--- config.mk ---
export PLATFORM = sky130hd
export DESIGN_NAME = break_d_match
export DESIGN_NICKNAME = d
export VERILOG_FILES = /design/src/break_d_pkg.sv /design/src/break_d_match.sv /design/src/masked_compare.sv
export SDC_FILE = /design/constraint.sdc
export NUM_CORES = 1
export LEC_CHECK = 0
export BUFFER_PORTS_ARGS = -buffer_cell sky130_fd_sc_hd__buf_2
export CAP_MARGIN = 40
export CORE_MARGIN = 5
export CORE_UTILIZATION = 42
export CTS_CLUSTER_DIAMETER = 100
export DETAILED_ROUTE_END_ITERATION = 10
export GPL_TIMING_DRIVEN = 0
export PLACE_DENSITY = 0.73
export SLEW_MARGIN = 40
export SYNTH_ARGS = -nofsm -noshare
export SYNTH_HDL_FRONTEND = slang
export SYNTH_SLANG_ARGS = --single-unit
--- constraint.sdc ---
create_clock -name mclk_in -period 3.2 [get_ports mclk_in]
set_input_delay 0.64 -clock mclk_in [delete_from_list [all_inputs] [get_ports mclk_in]]
set_output_delay 0.64 -clock mclk_in [all_outputs]
set_load 0.01 [all_outputs]
--- src/break_d_pkg.sv ---
// Constants for the channel D address and data match block.
// Assumes a 16-bit register port with a 4-bit word address.
package break_d_pkg;

  localparam int REG_DATA_W = 16;
  localparam int REG_ADDR_W = 4;
  localparam int BUS_W      = 32;
  localparam int HALF_W     = 16;

  localparam logic [3:0] OFF_ADDR_HIGH  = 4'h0;
  localparam logic [3:0] OFF_ADDR_LOW   = 4'h1;
  localparam logic [3:0] OFF_AMASK_HIGH = 4'h2;
  localparam logic [3:0] OFF_AMASK_LOW  = 4'h3;
  localparam logic [3:0] OFF_DATA_HIGH  = 4'h4;
  localparam logic [3:0] OFF_DATA_LOW   = 4'h5;
  localparam logic [3:0] OFF_DMASK_HIGH = 4'h6;
  localparam logic [3:0] OFF_DMASK_LOW  = 4'h7;
  localparam logic [3:0] OFF_BUS_CTRL   = 4'h8;
  localparam logic [3:0] OFF_IRQ_STATUS = 4'h9;
  localparam logic [3:0] OFF_IRQ_MASK   = 4'hA;
  localparam logic [3:0] OFF_MATCH_STATE = 4'hB;

  localparam int BIT_XY_ENABLE = 9;
  localparam int BIT_XY_SELECT = 8;
  localparam int BIT_EV_ADDR   = 0;
  localparam int BIT_EV_DATA   = 1;
  localparam int BIT_ST_ENABLE = 2;
  localparam int BIT_ST_SELECT = 3;

  localparam logic [15:0] RESET_HALF   = 16'h0000;
  localparam logic [1:0]  RESET_EVENTS = 2'h0;
  localparam logic [15:0] HALF_ONES    = 16'hFFFF;
  localparam logic [15:0] HALF_ZERO    = 16'h0000;
  localparam logic [15:0] WORD_BIT0    = 16'h0001;

endpackage

--- src/break_d_match.sv ---
// Channel D address mask and data compare logic with its register port.
// Assumes bus cycle inputs share mclk_in; manual reset comes from a pin.
//
// Operation
// Address mask bit one drops that bit.
// Address mask halves follow the bus selection.
// Internal bus: high register is bits 31-16.
// X bus vs high, Y bus vs low.
// Compare and mask are 16-bit read/write halves.
// Each mask bit governs same compare bit.
// Active data mask half follows bus selection.
// Power-on reset clears mask halves.
// Enable zero internal bus, one X/Y.
// Select zero X, one Y, when enabled.
// Data mask bit one drops that bit.
// Data match only on qualifying cycle.
//
// Decided for this implementation: the register addresses and the address-and-strobe port.
`timescale 1ns/1ps
module break_d_match (
  input  wire logic        mclk_in,
  input  wire logic        reset_n_in,
  input  wire logic        manual_reset_n_in,
  input  wire logic [3:0]  reg_addr_in,
  input  wire logic [15:0] reg_wdata_in,
  input  wire logic        reg_wr_in,
  input  wire logic        reg_rd_in,
  output logic      [15:0] reg_rdata_out,
  input  wire logic        cyc_valid_in,
  input  wire logic [31:0] cyc_addr_in,
  input  wire logic [31:0] cyc_data_in,
  input  wire logic        x_valid_in,
  input  wire logic [15:0] x_addr_in,
  input  wire logic [15:0] x_data_lines_in,
  input  wire logic        y_valid_in,
  input  wire logic [15:0] y_addr_in,
  input  wire logic [15:0] y_data_lines_in,
  output logic             addr_match_out,
  output logic             data_match_out,
  output logic             irq_out
);

  logic [15:0] addr_cmp_high;
  logic [15:0] addr_cmp_low;
  logic [15:0] addr_mask_high;
  logic [15:0] addr_mask_low;
  logic [15:0] data_cmp_high;
  logic [15:0] data_cmp_low;
  logic [15:0] data_mask_high;
  logic [15:0] data_mask_low;
  logic        xy_bus_enable;
  logic        xy_lane_select;
  logic [1:0]  irq_status;
  logic [1:0]  irq_mask;
  logic        mrst_meta;
  logic        mrst_sync;
  logic        first_cycle;

  // Places the selected lane in its half of a 32-bit word.
  function automatic logic [31:0] lane_value(
    input logic [31:0] wide,
    input logic [15:0] x_half,
    input logic [15:0] y_half,
    input logic        enable,
    input logic        select
  );
    if (!enable) begin
      return wide;
    end else if (!select) begin
      return {x_half, break_d_pkg::HALF_ZERO};
    end else begin
      return {break_d_pkg::HALF_ZERO, y_half};
    end
  endfunction

  // Forces the unused half of a mask to all ones.
  function automatic logic [31:0] lane_mask(
    input logic [31:0] mask,
    input logic        enable,
    input logic        select
  );
    if (!enable) begin
      return mask;
    end else if (!select) begin
      return {mask[31:16], break_d_pkg::HALF_ONES};
    end else begin
      return {break_d_pkg::HALF_ONES, mask[15:0]};
    end
  endfunction

  wire logic        wr_addr_high  = reg_wr_in && reg_addr_in == break_d_pkg::OFF_ADDR_HIGH;
  wire logic        wr_addr_low   = reg_wr_in && reg_addr_in == break_d_pkg::OFF_ADDR_LOW;
  wire logic        wr_amask_high = reg_wr_in && reg_addr_in == break_d_pkg::OFF_AMASK_HIGH;
  wire logic        wr_amask_low  = reg_wr_in && reg_addr_in == break_d_pkg::OFF_AMASK_LOW;
  wire logic        wr_data_high  = reg_wr_in && reg_addr_in == break_d_pkg::OFF_DATA_HIGH;
  wire logic        wr_data_low   = reg_wr_in && reg_addr_in == break_d_pkg::OFF_DATA_LOW;
  wire logic        wr_dmask_high = reg_wr_in && reg_addr_in == break_d_pkg::OFF_DMASK_HIGH;
  wire logic        wr_dmask_low  = reg_wr_in && reg_addr_in == break_d_pkg::OFF_DMASK_LOW;
  wire logic        wr_bus_ctrl   = reg_wr_in && reg_addr_in == break_d_pkg::OFF_BUS_CTRL;
  wire logic        wr_irq_status = reg_wr_in && reg_addr_in == break_d_pkg::OFF_IRQ_STATUS;
  wire logic        wr_irq_mask   = reg_wr_in && reg_addr_in == break_d_pkg::OFF_IRQ_MASK;
  wire logic        manual_reset  = mrst_sync;

  // Bus selection: internal bus, X lane or Y lane.
  wire logic        qualifying = xy_bus_enable ? (xy_lane_select ? y_valid_in : x_valid_in)
                                               : cyc_valid_in;
  wire logic [31:0] addr_value = lane_value(cyc_addr_in, x_addr_in, y_addr_in,
                                            xy_bus_enable, xy_lane_select);
  wire logic [31:0] data_value = lane_value(cyc_data_in, x_data_lines_in, y_data_lines_in,
                                            xy_bus_enable, xy_lane_select);
  wire logic [31:0] addr_cmp   = {addr_cmp_high, addr_cmp_low};
  wire logic [31:0] data_cmp   = {data_cmp_high, data_cmp_low};
  // X/Y accesses are word wide, so address bit 0 of the lane never counts.
  wire logic [31:0] xy_word    = !xy_bus_enable ? 32'h0000_0000 :
                                 xy_lane_select ? {break_d_pkg::HALF_ZERO, break_d_pkg::WORD_BIT0}
                                                : {break_d_pkg::WORD_BIT0, break_d_pkg::HALF_ZERO};
  wire logic [31:0] addr_mask  = lane_mask({addr_mask_high, addr_mask_low},
                                           xy_bus_enable, xy_lane_select) | xy_word;
  wire logic [31:0] data_mask  = lane_mask({data_mask_high, data_mask_low},
                                           xy_bus_enable, xy_lane_select);
  wire logic        addr_hit;
  wire logic        data_hit;
  wire logic [1:0]  events     = {data_match_out, addr_match_out};
  wire logic [15:0] ctrl_view  = {6'h00, xy_bus_enable, xy_lane_select, 8'h00};
  wire logic [15:0] state_view = {12'h000, xy_lane_select, xy_bus_enable,
                                  data_match_out, addr_match_out};
  logic      [15:0] read_mux;

  masked_compare #(.WIDTH(break_d_pkg::BUS_W)) addr_compare (
    .value_in   (addr_value),
    .compare_in (addr_cmp),
    .mask_in    (addr_mask),
    .hit_out    (addr_hit)
  );

  masked_compare #(.WIDTH(break_d_pkg::BUS_W)) data_compare (
    .value_in   (data_value),
    .compare_in (data_cmp),
    .mask_in    (data_mask),
    .hit_out    (data_hit)
  );

  always_comb begin
    case (reg_addr_in)
      break_d_pkg::OFF_ADDR_HIGH:   read_mux = addr_cmp_high;
      break_d_pkg::OFF_ADDR_LOW:    read_mux = addr_cmp_low;
      break_d_pkg::OFF_AMASK_HIGH:  read_mux = addr_mask_high;
      break_d_pkg::OFF_AMASK_LOW:   read_mux = addr_mask_low;
      break_d_pkg::OFF_DATA_HIGH:   read_mux = data_cmp_high;
      break_d_pkg::OFF_DATA_LOW:    read_mux = data_cmp_low;
      break_d_pkg::OFF_DMASK_HIGH:  read_mux = data_mask_high;
      break_d_pkg::OFF_DMASK_LOW:   read_mux = data_mask_low;
      break_d_pkg::OFF_BUS_CTRL:    read_mux = ctrl_view;
      break_d_pkg::OFF_IRQ_STATUS:  read_mux = {14'h0000, irq_status};
      break_d_pkg::OFF_IRQ_MASK:    read_mux = {14'h0000, irq_mask};
      break_d_pkg::OFF_MATCH_STATE: read_mux = state_view;
      default:                      read_mux = break_d_pkg::HALF_ZERO;
    endcase
  end

  // Manual reset pin is synchronised before use.
  always_ff @(posedge mclk_in or negedge reset_n_in) begin
    if (!reset_n_in) begin
      mrst_meta <= 1'b0;
      mrst_sync <= 1'b0;
    end else begin
      mrst_meta <= !manual_reset_n_in;
      mrst_sync <= mrst_meta;
    end
  end

  // Compare and mask halves clear only on power-on reset.
  always_ff @(posedge mclk_in or negedge reset_n_in) begin
    if (!reset_n_in) begin
      addr_cmp_high  <= break_d_pkg::RESET_HALF;
      addr_cmp_low   <= break_d_pkg::RESET_HALF;
      addr_mask_high <= break_d_pkg::RESET_HALF;
      addr_mask_low  <= break_d_pkg::RESET_HALF;
      data_cmp_high  <= break_d_pkg::RESET_HALF;
      data_cmp_low   <= break_d_pkg::RESET_HALF;
      data_mask_high <= break_d_pkg::RESET_HALF;
      data_mask_low  <= break_d_pkg::RESET_HALF;
    end else begin
      if (wr_addr_high)  addr_cmp_high  <= reg_wdata_in;
      if (wr_addr_low)   addr_cmp_low   <= reg_wdata_in;
      if (wr_amask_high) addr_mask_high <= reg_wdata_in;
      if (wr_amask_low)  addr_mask_low  <= reg_wdata_in;
      if (wr_data_high)  data_cmp_high  <= reg_wdata_in;
      if (wr_data_low)   data_cmp_low   <= reg_wdata_in;
      if (wr_dmask_high) data_mask_high <= reg_wdata_in;
      if (wr_dmask_low)  data_mask_low  <= reg_wdata_in;
    end
  end

  always_ff @(posedge mclk_in or negedge reset_n_in) begin
    if (!reset_n_in) begin
      xy_bus_enable  <= 1'b0;
      xy_lane_select <= 1'b0;
      irq_mask       <= break_d_pkg::RESET_EVENTS;
    end else begin
      if (wr_bus_ctrl) begin
        xy_bus_enable  <= reg_wdata_in[break_d_pkg::BIT_XY_ENABLE];
        xy_lane_select <= reg_wdata_in[break_d_pkg::BIT_XY_SELECT];
      end
      if (wr_irq_mask) irq_mask <= reg_wdata_in[1:0];
    end
  end

  // Matches are sampled on qualifying cycles only; status is sticky, set wins.
  always_ff @(posedge mclk_in or negedge reset_n_in) begin
    if (!reset_n_in) begin
      addr_match_out <= 1'b0;
      data_match_out <= 1'b0;
      irq_status     <= break_d_pkg::RESET_EVENTS;
    end else if (manual_reset) begin
      addr_match_out <= 1'b0;
      data_match_out <= 1'b0;
      irq_status     <= break_d_pkg::RESET_EVENTS;
    end else begin
      addr_match_out <= qualifying && addr_hit;
      data_match_out <= qualifying && data_hit;
      irq_status     <= (irq_status & ~({2{wr_irq_status}} & reg_wdata_in[1:0])) | events;
    end
  end

  always_ff @(posedge mclk_in or negedge reset_n_in) begin
    if (!reset_n_in) begin
      reg_rdata_out <= break_d_pkg::HALF_ZERO;
      first_cycle   <= 1'b1;
    end else begin
      reg_rdata_out <= reg_rd_in ? read_mux : break_d_pkg::HALF_ZERO;
      first_cycle   <= 1'b0;
    end
  end

  assign irq_out = |(irq_status & irq_mask);
endmodule

--- src/masked_compare.sv ---
// Masked equality compare of a bus value against a compare value.
// Assumes the mask has a one in every bit that takes no part.
`timescale 1ns/1ps
module masked_compare #(
  parameter int WIDTH = 32
) (
  input  wire logic [WIDTH-1:0] value_in,
  input  wire logic [WIDTH-1:0] compare_in,
  input  wire logic [WIDTH-1:0] mask_in,
  output logic                  hit_out
);

  wire logic [WIDTH-1:0] diff_bits;

  // A set mask bit hides a mismatch in that position.
  assign diff_bits = (value_in ^ compare_in) & ~mask_in;
  assign hit_out   = (diff_bits == '0);

endmodule

# Word level (Yosys, flattened, before mapping)
# Cells that the tools add are included.
# W data, S select, Z words.
[totals]
regBits = 154
latchBits = 0
ramBits = 0
rom_bits = 0
mem_count = 0
[classes]
add_sub_neg = 0
mul = 0
div_mod_pow = 0
magnitude_cmp = 0
eq_ne = 11
shift = 0
muxes = 17
n_bitwise = 12
n_reduce_logical = 18
[ops]
columns = ["operator", "count"]
rows = [
  ["$mux W32", 8],
  ["$pmux W16 S12", 1],
  ["$and A32 B32 Y32", 2],
  ["$logic_not A32 Y1", 2],
  ["$not A32 Y32", 2],
  ["$xor A32 B32 Y32", 2],
  ["$mux W17", 2],
  ["$or A32 B17 Y32", 1],
  ["$eq A4 B3 Y1 const B", 4],
  ["$eq A4 B4 Y1 const B", 4],
  ["$mux W16", 1],
  ["$logic_and A1 B1 Y1", 13],
  ["$eq A4 B2 Y1 const B", 2],
  ["$and A2 B2 Y2", 3],
  ["$eq A4 B1 Y1 const B", 1],
  ["$logic_not A4 Y1", 1],
  ["$mux W1", 4],
  ["$mux W2", 1],
  ["$not A2 Y2", 1],
  ["$or A2 B2 Y2", 1],
  ["$reduce_or A2 Y1", 1],
  ["$logic_not A1 Y1", 1],
]

# Depth between registers and ports, before layout
[depth]
word_depth = 8
depth_mapped = 10
depth_no_buf = 6

# By module
# Synthesis repeated with hierarchy kept, for this count alone.
[hier_totals]
hier_cells = 852
hier_area_um2 = 8859.7
[by_module_without_submodules]
columns = ["module", "instances", "cells_each", "area_per_inst_um2", "seq_area_each_um2"]
rows = [
  ["break_d_match", 1, 746, 8031.5, 3853.7],
  ["masked_compare", 2, 53, 414.1, 0.0],
]

# Worst setup path after synthesis
# No wires, ideal clock.
[synth_path]
path_type = "input to register"
start = "input port reg_addr_in[1]"
end = "register addr_cmp_low[10]"
setup_time_ps = 125
arrival_ps = 1967
required_ps = 3075
path_slack_ps = 1109
stages = 6
cell_sequence = "clkbuf_2 nand2b_1 nor3_2 nand2_2 buf_2 mux2_2"
[synth_between]
elab_chain_cells = 2
[synth_lines]
columns = ["element", "line", "text"]
rows = [
  ["start: declaration", "break_d_match.sv:24", "input wire logic [3:0] reg_addr_in,"],
  ["$eq A4 B1 Y1", "break_d_match.sv:92", "wire logic wr_addr_low = reg_wr_in && reg_addr_in == break_d_pkg::OFF_ADDR_LOW;"],
  ["$logic_and A1 B1 Y1", "break_d_match.sv:92", ""],
  ["end signal: assignment", "break_d_match.sv:176", "addr_cmp_low <= break_d_pkg::RESET_HALF;"],
  ["end signal: assignment", "break_d_match.sv:185", "if (wr_addr_low) addr_cmp_low <= reg_wdata_in;"],
  ["end: declaration", "break_d_match.sv:44", "logic [15:0] addr_cmp_low;"],
]
# Every way passes these cells.
# A chain may end at the register's enable or synchronous reset.

# Worst setup path in the final report
[layout_path]
start = "register xy_lane_select"
end = "register addr_match_out"
[layout_between]
elab_chain_cells = 8
[layout_lines]
columns = ["element", "line", "text"]
rows = [
  ["start: declaration", "break_d_match.sv:52", "logic xy_lane_select;"],
  ["start signal: assignment", "break_d_match.sv:203", "xy_lane_select <= reg_wdata_in[break_d_pkg::BIT_XY_SELECT];"],
  ["$mux W32 or $mux W17 (tied branches)", "break_d_match.sv:84, break_d_match.sv:115", ""],
  ["$mux W32 or $mux W17 (tied branches)", "break_d_match.sv:82, break_d_match.sv:114", ""],
  ["$or A32 B17 Y32", "break_d_match.sv:118", "xy_bus_enable, xy_lane_select) | xy_word;"],
  ["$not A32 Y32", "masked_compare.sv:16", "assign diff_bits = (value_in ^ compare_in) & ~mask_in;"],
  ["$and A32 B32 Y32", "masked_compare.sv:16", ""],
  ["$logic_not A32 Y1", "masked_compare.sv:17", "assign hit_out = (diff_bits == '0);"],
  ["$logic_and A1 B1 Y1 *", "break_d_match.sv:220", "addr_match_out <= qualifying && addr_hit;"],
  ["$mux W1 *", "break_d_match.sv:215", "end else if (manual_reset) begin"],
  ["end signal: assignment", "break_d_match.sv:220", ""],
  ["end: declaration", "break_d_match.sv:38", "output logic addr_match_out,"],
]
# Mark *: on every way between the ends. The rest lies on a longest branch, timed or not.

==> results by group <==
Worst setup path
  – Nature of the critical path endpoint: flop
  – R2R depth: 10
  – Reg-to-Reg End: addr_match_out
  – CP arrival: 3.16 ns
  – Critical Path RT: between 3 and 4 ns
  – R2r startpoint: xy_lane_select
  – FF-to-FF setup slack: 0.37 ns
  – Crit path max fanout: 10
  – Critical path startpoint category: flop
  – Crit Path Class: reg2reg

GRT
  – First-pass GRT wire length: around 47,000 um
  – GRT Resource Usage Total: ~28%
  – Initial antenna violation count: 0
  – Vias in the first global route: approximately 7,600
  – GRT Residual Overflow: 0
  – Largest net degree at the start of global routing: 67

Clock network
  – CTS Hold Bufs: 0
  – Clock Path Buffers: 2
  – PostCTS Resize Cnt: 0
  – Clock root cell: clkbuf_16
  – Total CTS buffers: 17
  – Buffer count from post-CTS setup fixing: 0
  – # H-tree levels: 4
  – CTS Sinks: between 150 and 200
  – Clk Latency, worst-skew pair: approximately 0.45 ns
  – CTS tree: built
  – Worst-path clk slew: 0.07 ns

Flow run
  – Max Cap Viol: 0

Pwr
  – Peak VDD IR: about 0.36 mV
  – Switch share: between 30% and 40%
  – Pwr Density: between 600 and 700 nW/um^2
  – Switching power: between 2 and 2.5 mW
  – Internal power: 4.76 mW
  – Leakage: approximately 4.5 nW
  – Power share of the clock group: roughly a third
  – Sequential power share: roughly two fifths
  – Gate power share: 25.9%

STA
  – Final period util: around nine tenths
  – Min Tclk post-route: between 2 and 3 ns
  – Final setup vio count: 0
  – Setup_tns: 0 ns
  – Clock Skew: 0.00776 ns
  – Worst slew pin tran: between 0.9 and 1 ns
  – Min Hold Slack: 0.0666 ns
  – Final hold vios: 0
  – Worst slew margin: between 30% and 40%
  – Max Clk Rate: 0.354 GHz
  – RSZ-0062 raised after global routing: no
  – Max-slew violations: 0

Synth
  – Synth area leaders: dfrtp_1 46%, mux2_2 18%, a22oi_1 6.9%
  – Cell taking the most area after synthesis: dfrtp_1
  – Avg Inst Size Synth: between 10 and 15 um^2
  – Synth warnings: 0
  – Post-Syn Area: 8340 um^2
  – Yosys top cell area share: 46.2%
  – Primary FF master, synth: dfrtp_1
  – Synth Net Count: around 850
  – Synth Register Bits: ~150
  – Post-synth EDFFs: 0
  – Count of mapped cells out of synthesis: roughly 700
  – Seq/Total Area, Yosys: a little under half
  – Library cells used by synthesis: 47
  – Async S/R FF share, synth: 100%

Cells and area
  – Share of cells above drive strength 1: between 40% and 50%
  – Fillers: between 1,500 and 2,000
  – Nets@finish: 1,040
  – Ant diodes: 0
  – Design Area, Final: 10,300 um^2
  – Layout Utilization: between 50% and 60%
  – Area grow syn2layout: 23.2%

Worst hold path
  – Worst hold path type: in2async

Place
  – Post-DP HPWL: ~23,000 um
  – DP Area: 9570 um^2
  – I/O Buffers: ~170
  – Gpl congestion: 0.963

Floorplanning
  – Die X-Extent: between 150 and 200 um
  – Die area: between 20,000 and 25,000 um^2
  – Core ar.: approximately 20,000 um^2
  – Row cnt: 51
  – Die Y: 151 um
  – Top Ports: between 150 and 200
  – Initial Util: 42.7%

Drt
  – Post-route ant nets: 0
  – Vias per inst: about 6.5
  – DRT Pass-1 Iters: 6
  – DRC: 0
  – Drt total wl: roughly 32,000 um
  – Wire per inst: 27.5 um
  – Vias: between 7,000 and 8,000
  – DR iter-0 viols: ~1,200

Run status
  – Outcome: finished, final reports clean
sequential cells by signal, summed over array words and instances (netlist names):
name and flops:
addr_cmp_low 16, irq_status 2, addr_cmp_high 16, xy_bus_enable 1
addr_mask_low 16, addr_match_out 1, data_mask_high 16, data_cmp_low 16
irq_mask 2, manual_reset 1, data_cmp_high 16, xy_lane_select 1
data_mask_low 16, reg_rdata_out 16, data_match_out 1, addr_mask_high 16
mrst_meta 1
cell usage in the layout, fill, tap and decap left out, drive strengths merged, types with 17 or more instances in the layout:
master	count
o22ai	19
a221oi	25
nor2	17
mux2	132
xor2	66
nand2	28
dfrtp	154
clkbuf	33
a22oi	77
buf	196
xnor2	20
power by group through the flow:
stage               combinational, mW  clock [mW]  sequential [mW]
finish                           1.84        2.42             2.84
global route                     1.95        2.50             2.88
CTS                              1.80        2.40             2.82
detailed placement               1.78           0             2.85
global placement                 1.74           0             2.83
floorplan                        1.16           0             2.69
Yosys cell counts, types with 2 or more instances:
cell	number
dfrtp_1	154
mux2_2	132
a22oi_1	77
xor2_1	66
nand2_1	27
a221oi_1	24
xnor2_1	20
buf_2	19
o22ai_1	19
clkbuf_1	15
nor2_1	14
o221ai_1	12
a41oi_1	10
o221a_2	10
nor3_1	8
a22o_1	7
o21ai_0	7
o32ai_1	7
a31oi_1	6
a21oi_1	5
a221o_1	4
a222oi_1	4
buf_1	4
buf_6	4
nand2b_1	4
nand3_1	4
mux2i_1	3
nor2_2	3
nor3_2	3
nor4_1	3
a211oi_1	2
nand4_1	2
nor2b_1	2
or4_1	2
logic make-up (layout without fill, tap and decap cells):
group	after synthesis	count (layout)	synth area share, %
buf+inv	45	245	2.69
simple gates	78	78	5.03
xor+xnor	86	86	9.04
compound gates	198	198	18.8
mux	135	135	18.2
flops	154	154	46.2
worst max path at each step:
stage | from | endpoint | slack (ns) | cells after the start
2_1_floorplan | reg_addr_in[1] | addr_cmp_low[10] | 1.11 | 6
3_3_place_gp | reset_n_in | data_cmp_high[6] | -0.89 | 1
3_5_place_dp | reg_addr_in[3] | addr_mask_high[15] | 0.32 | 6
4_1_cts | xy_bus_enable | addr_match_out | 0.48 | 9
5_1_grt | xy_lane_select | addr_match_out | 0.39 | 10
6_report | xy_lane_select | addr_match_out | 0.37 | 10
critical path, cell delays in order (launching register included):
cell      delay (ns)
dfrtp_1         0.38
buf_6           0.16
nor2b_1         0.11
clkbuf_1        0.42
buf_2           0.43
buf_2           0.39
a22oi_1         0.17
o22ai_1         0.33
nor4_1          0.13
nand2_1         0.11
nor2_1          0.07
layout make-up:
cell class	instances	area (um^2)	share of cell area, %
plain buffers	43	218	2.12
clock buffers	17	425	4.14
clock inverters	14	267	2.60
inverters	2	7.51	0.0731
multi-input cells	497	4260	41.5
flip-flops and latches	154	3850	37.5
well taps	265	332	3.23
repair buffers	169	901	8.77
stage by stage:
| step | power, mW | worst slack, ns | std cells |
|---|---|---|---|
| floorplan | 3.85 | 1.11 | 696 |
| global placement | 4.57 | -0.894 | 1128 |
| detailed placement | 4.63 | 0.318 | 1130 |
| CTS | 7.02 | 0.480 | 1161 |
| global route | 7.33 | 0.392 | 1161 |
| finish | 7.11 | 0.373 | 1161 |
metal layers:
layer	GRT usage (%)	vias to the layer above	share of wire (%)
met1	37.1	3661	37
li1	-	3096	-
met4	14.6	0	6.5
met5	0	-	0
met3	8.47	163	13
met2	42.2	633	44
Note: power is estimated with default switching activity, not from simulation.
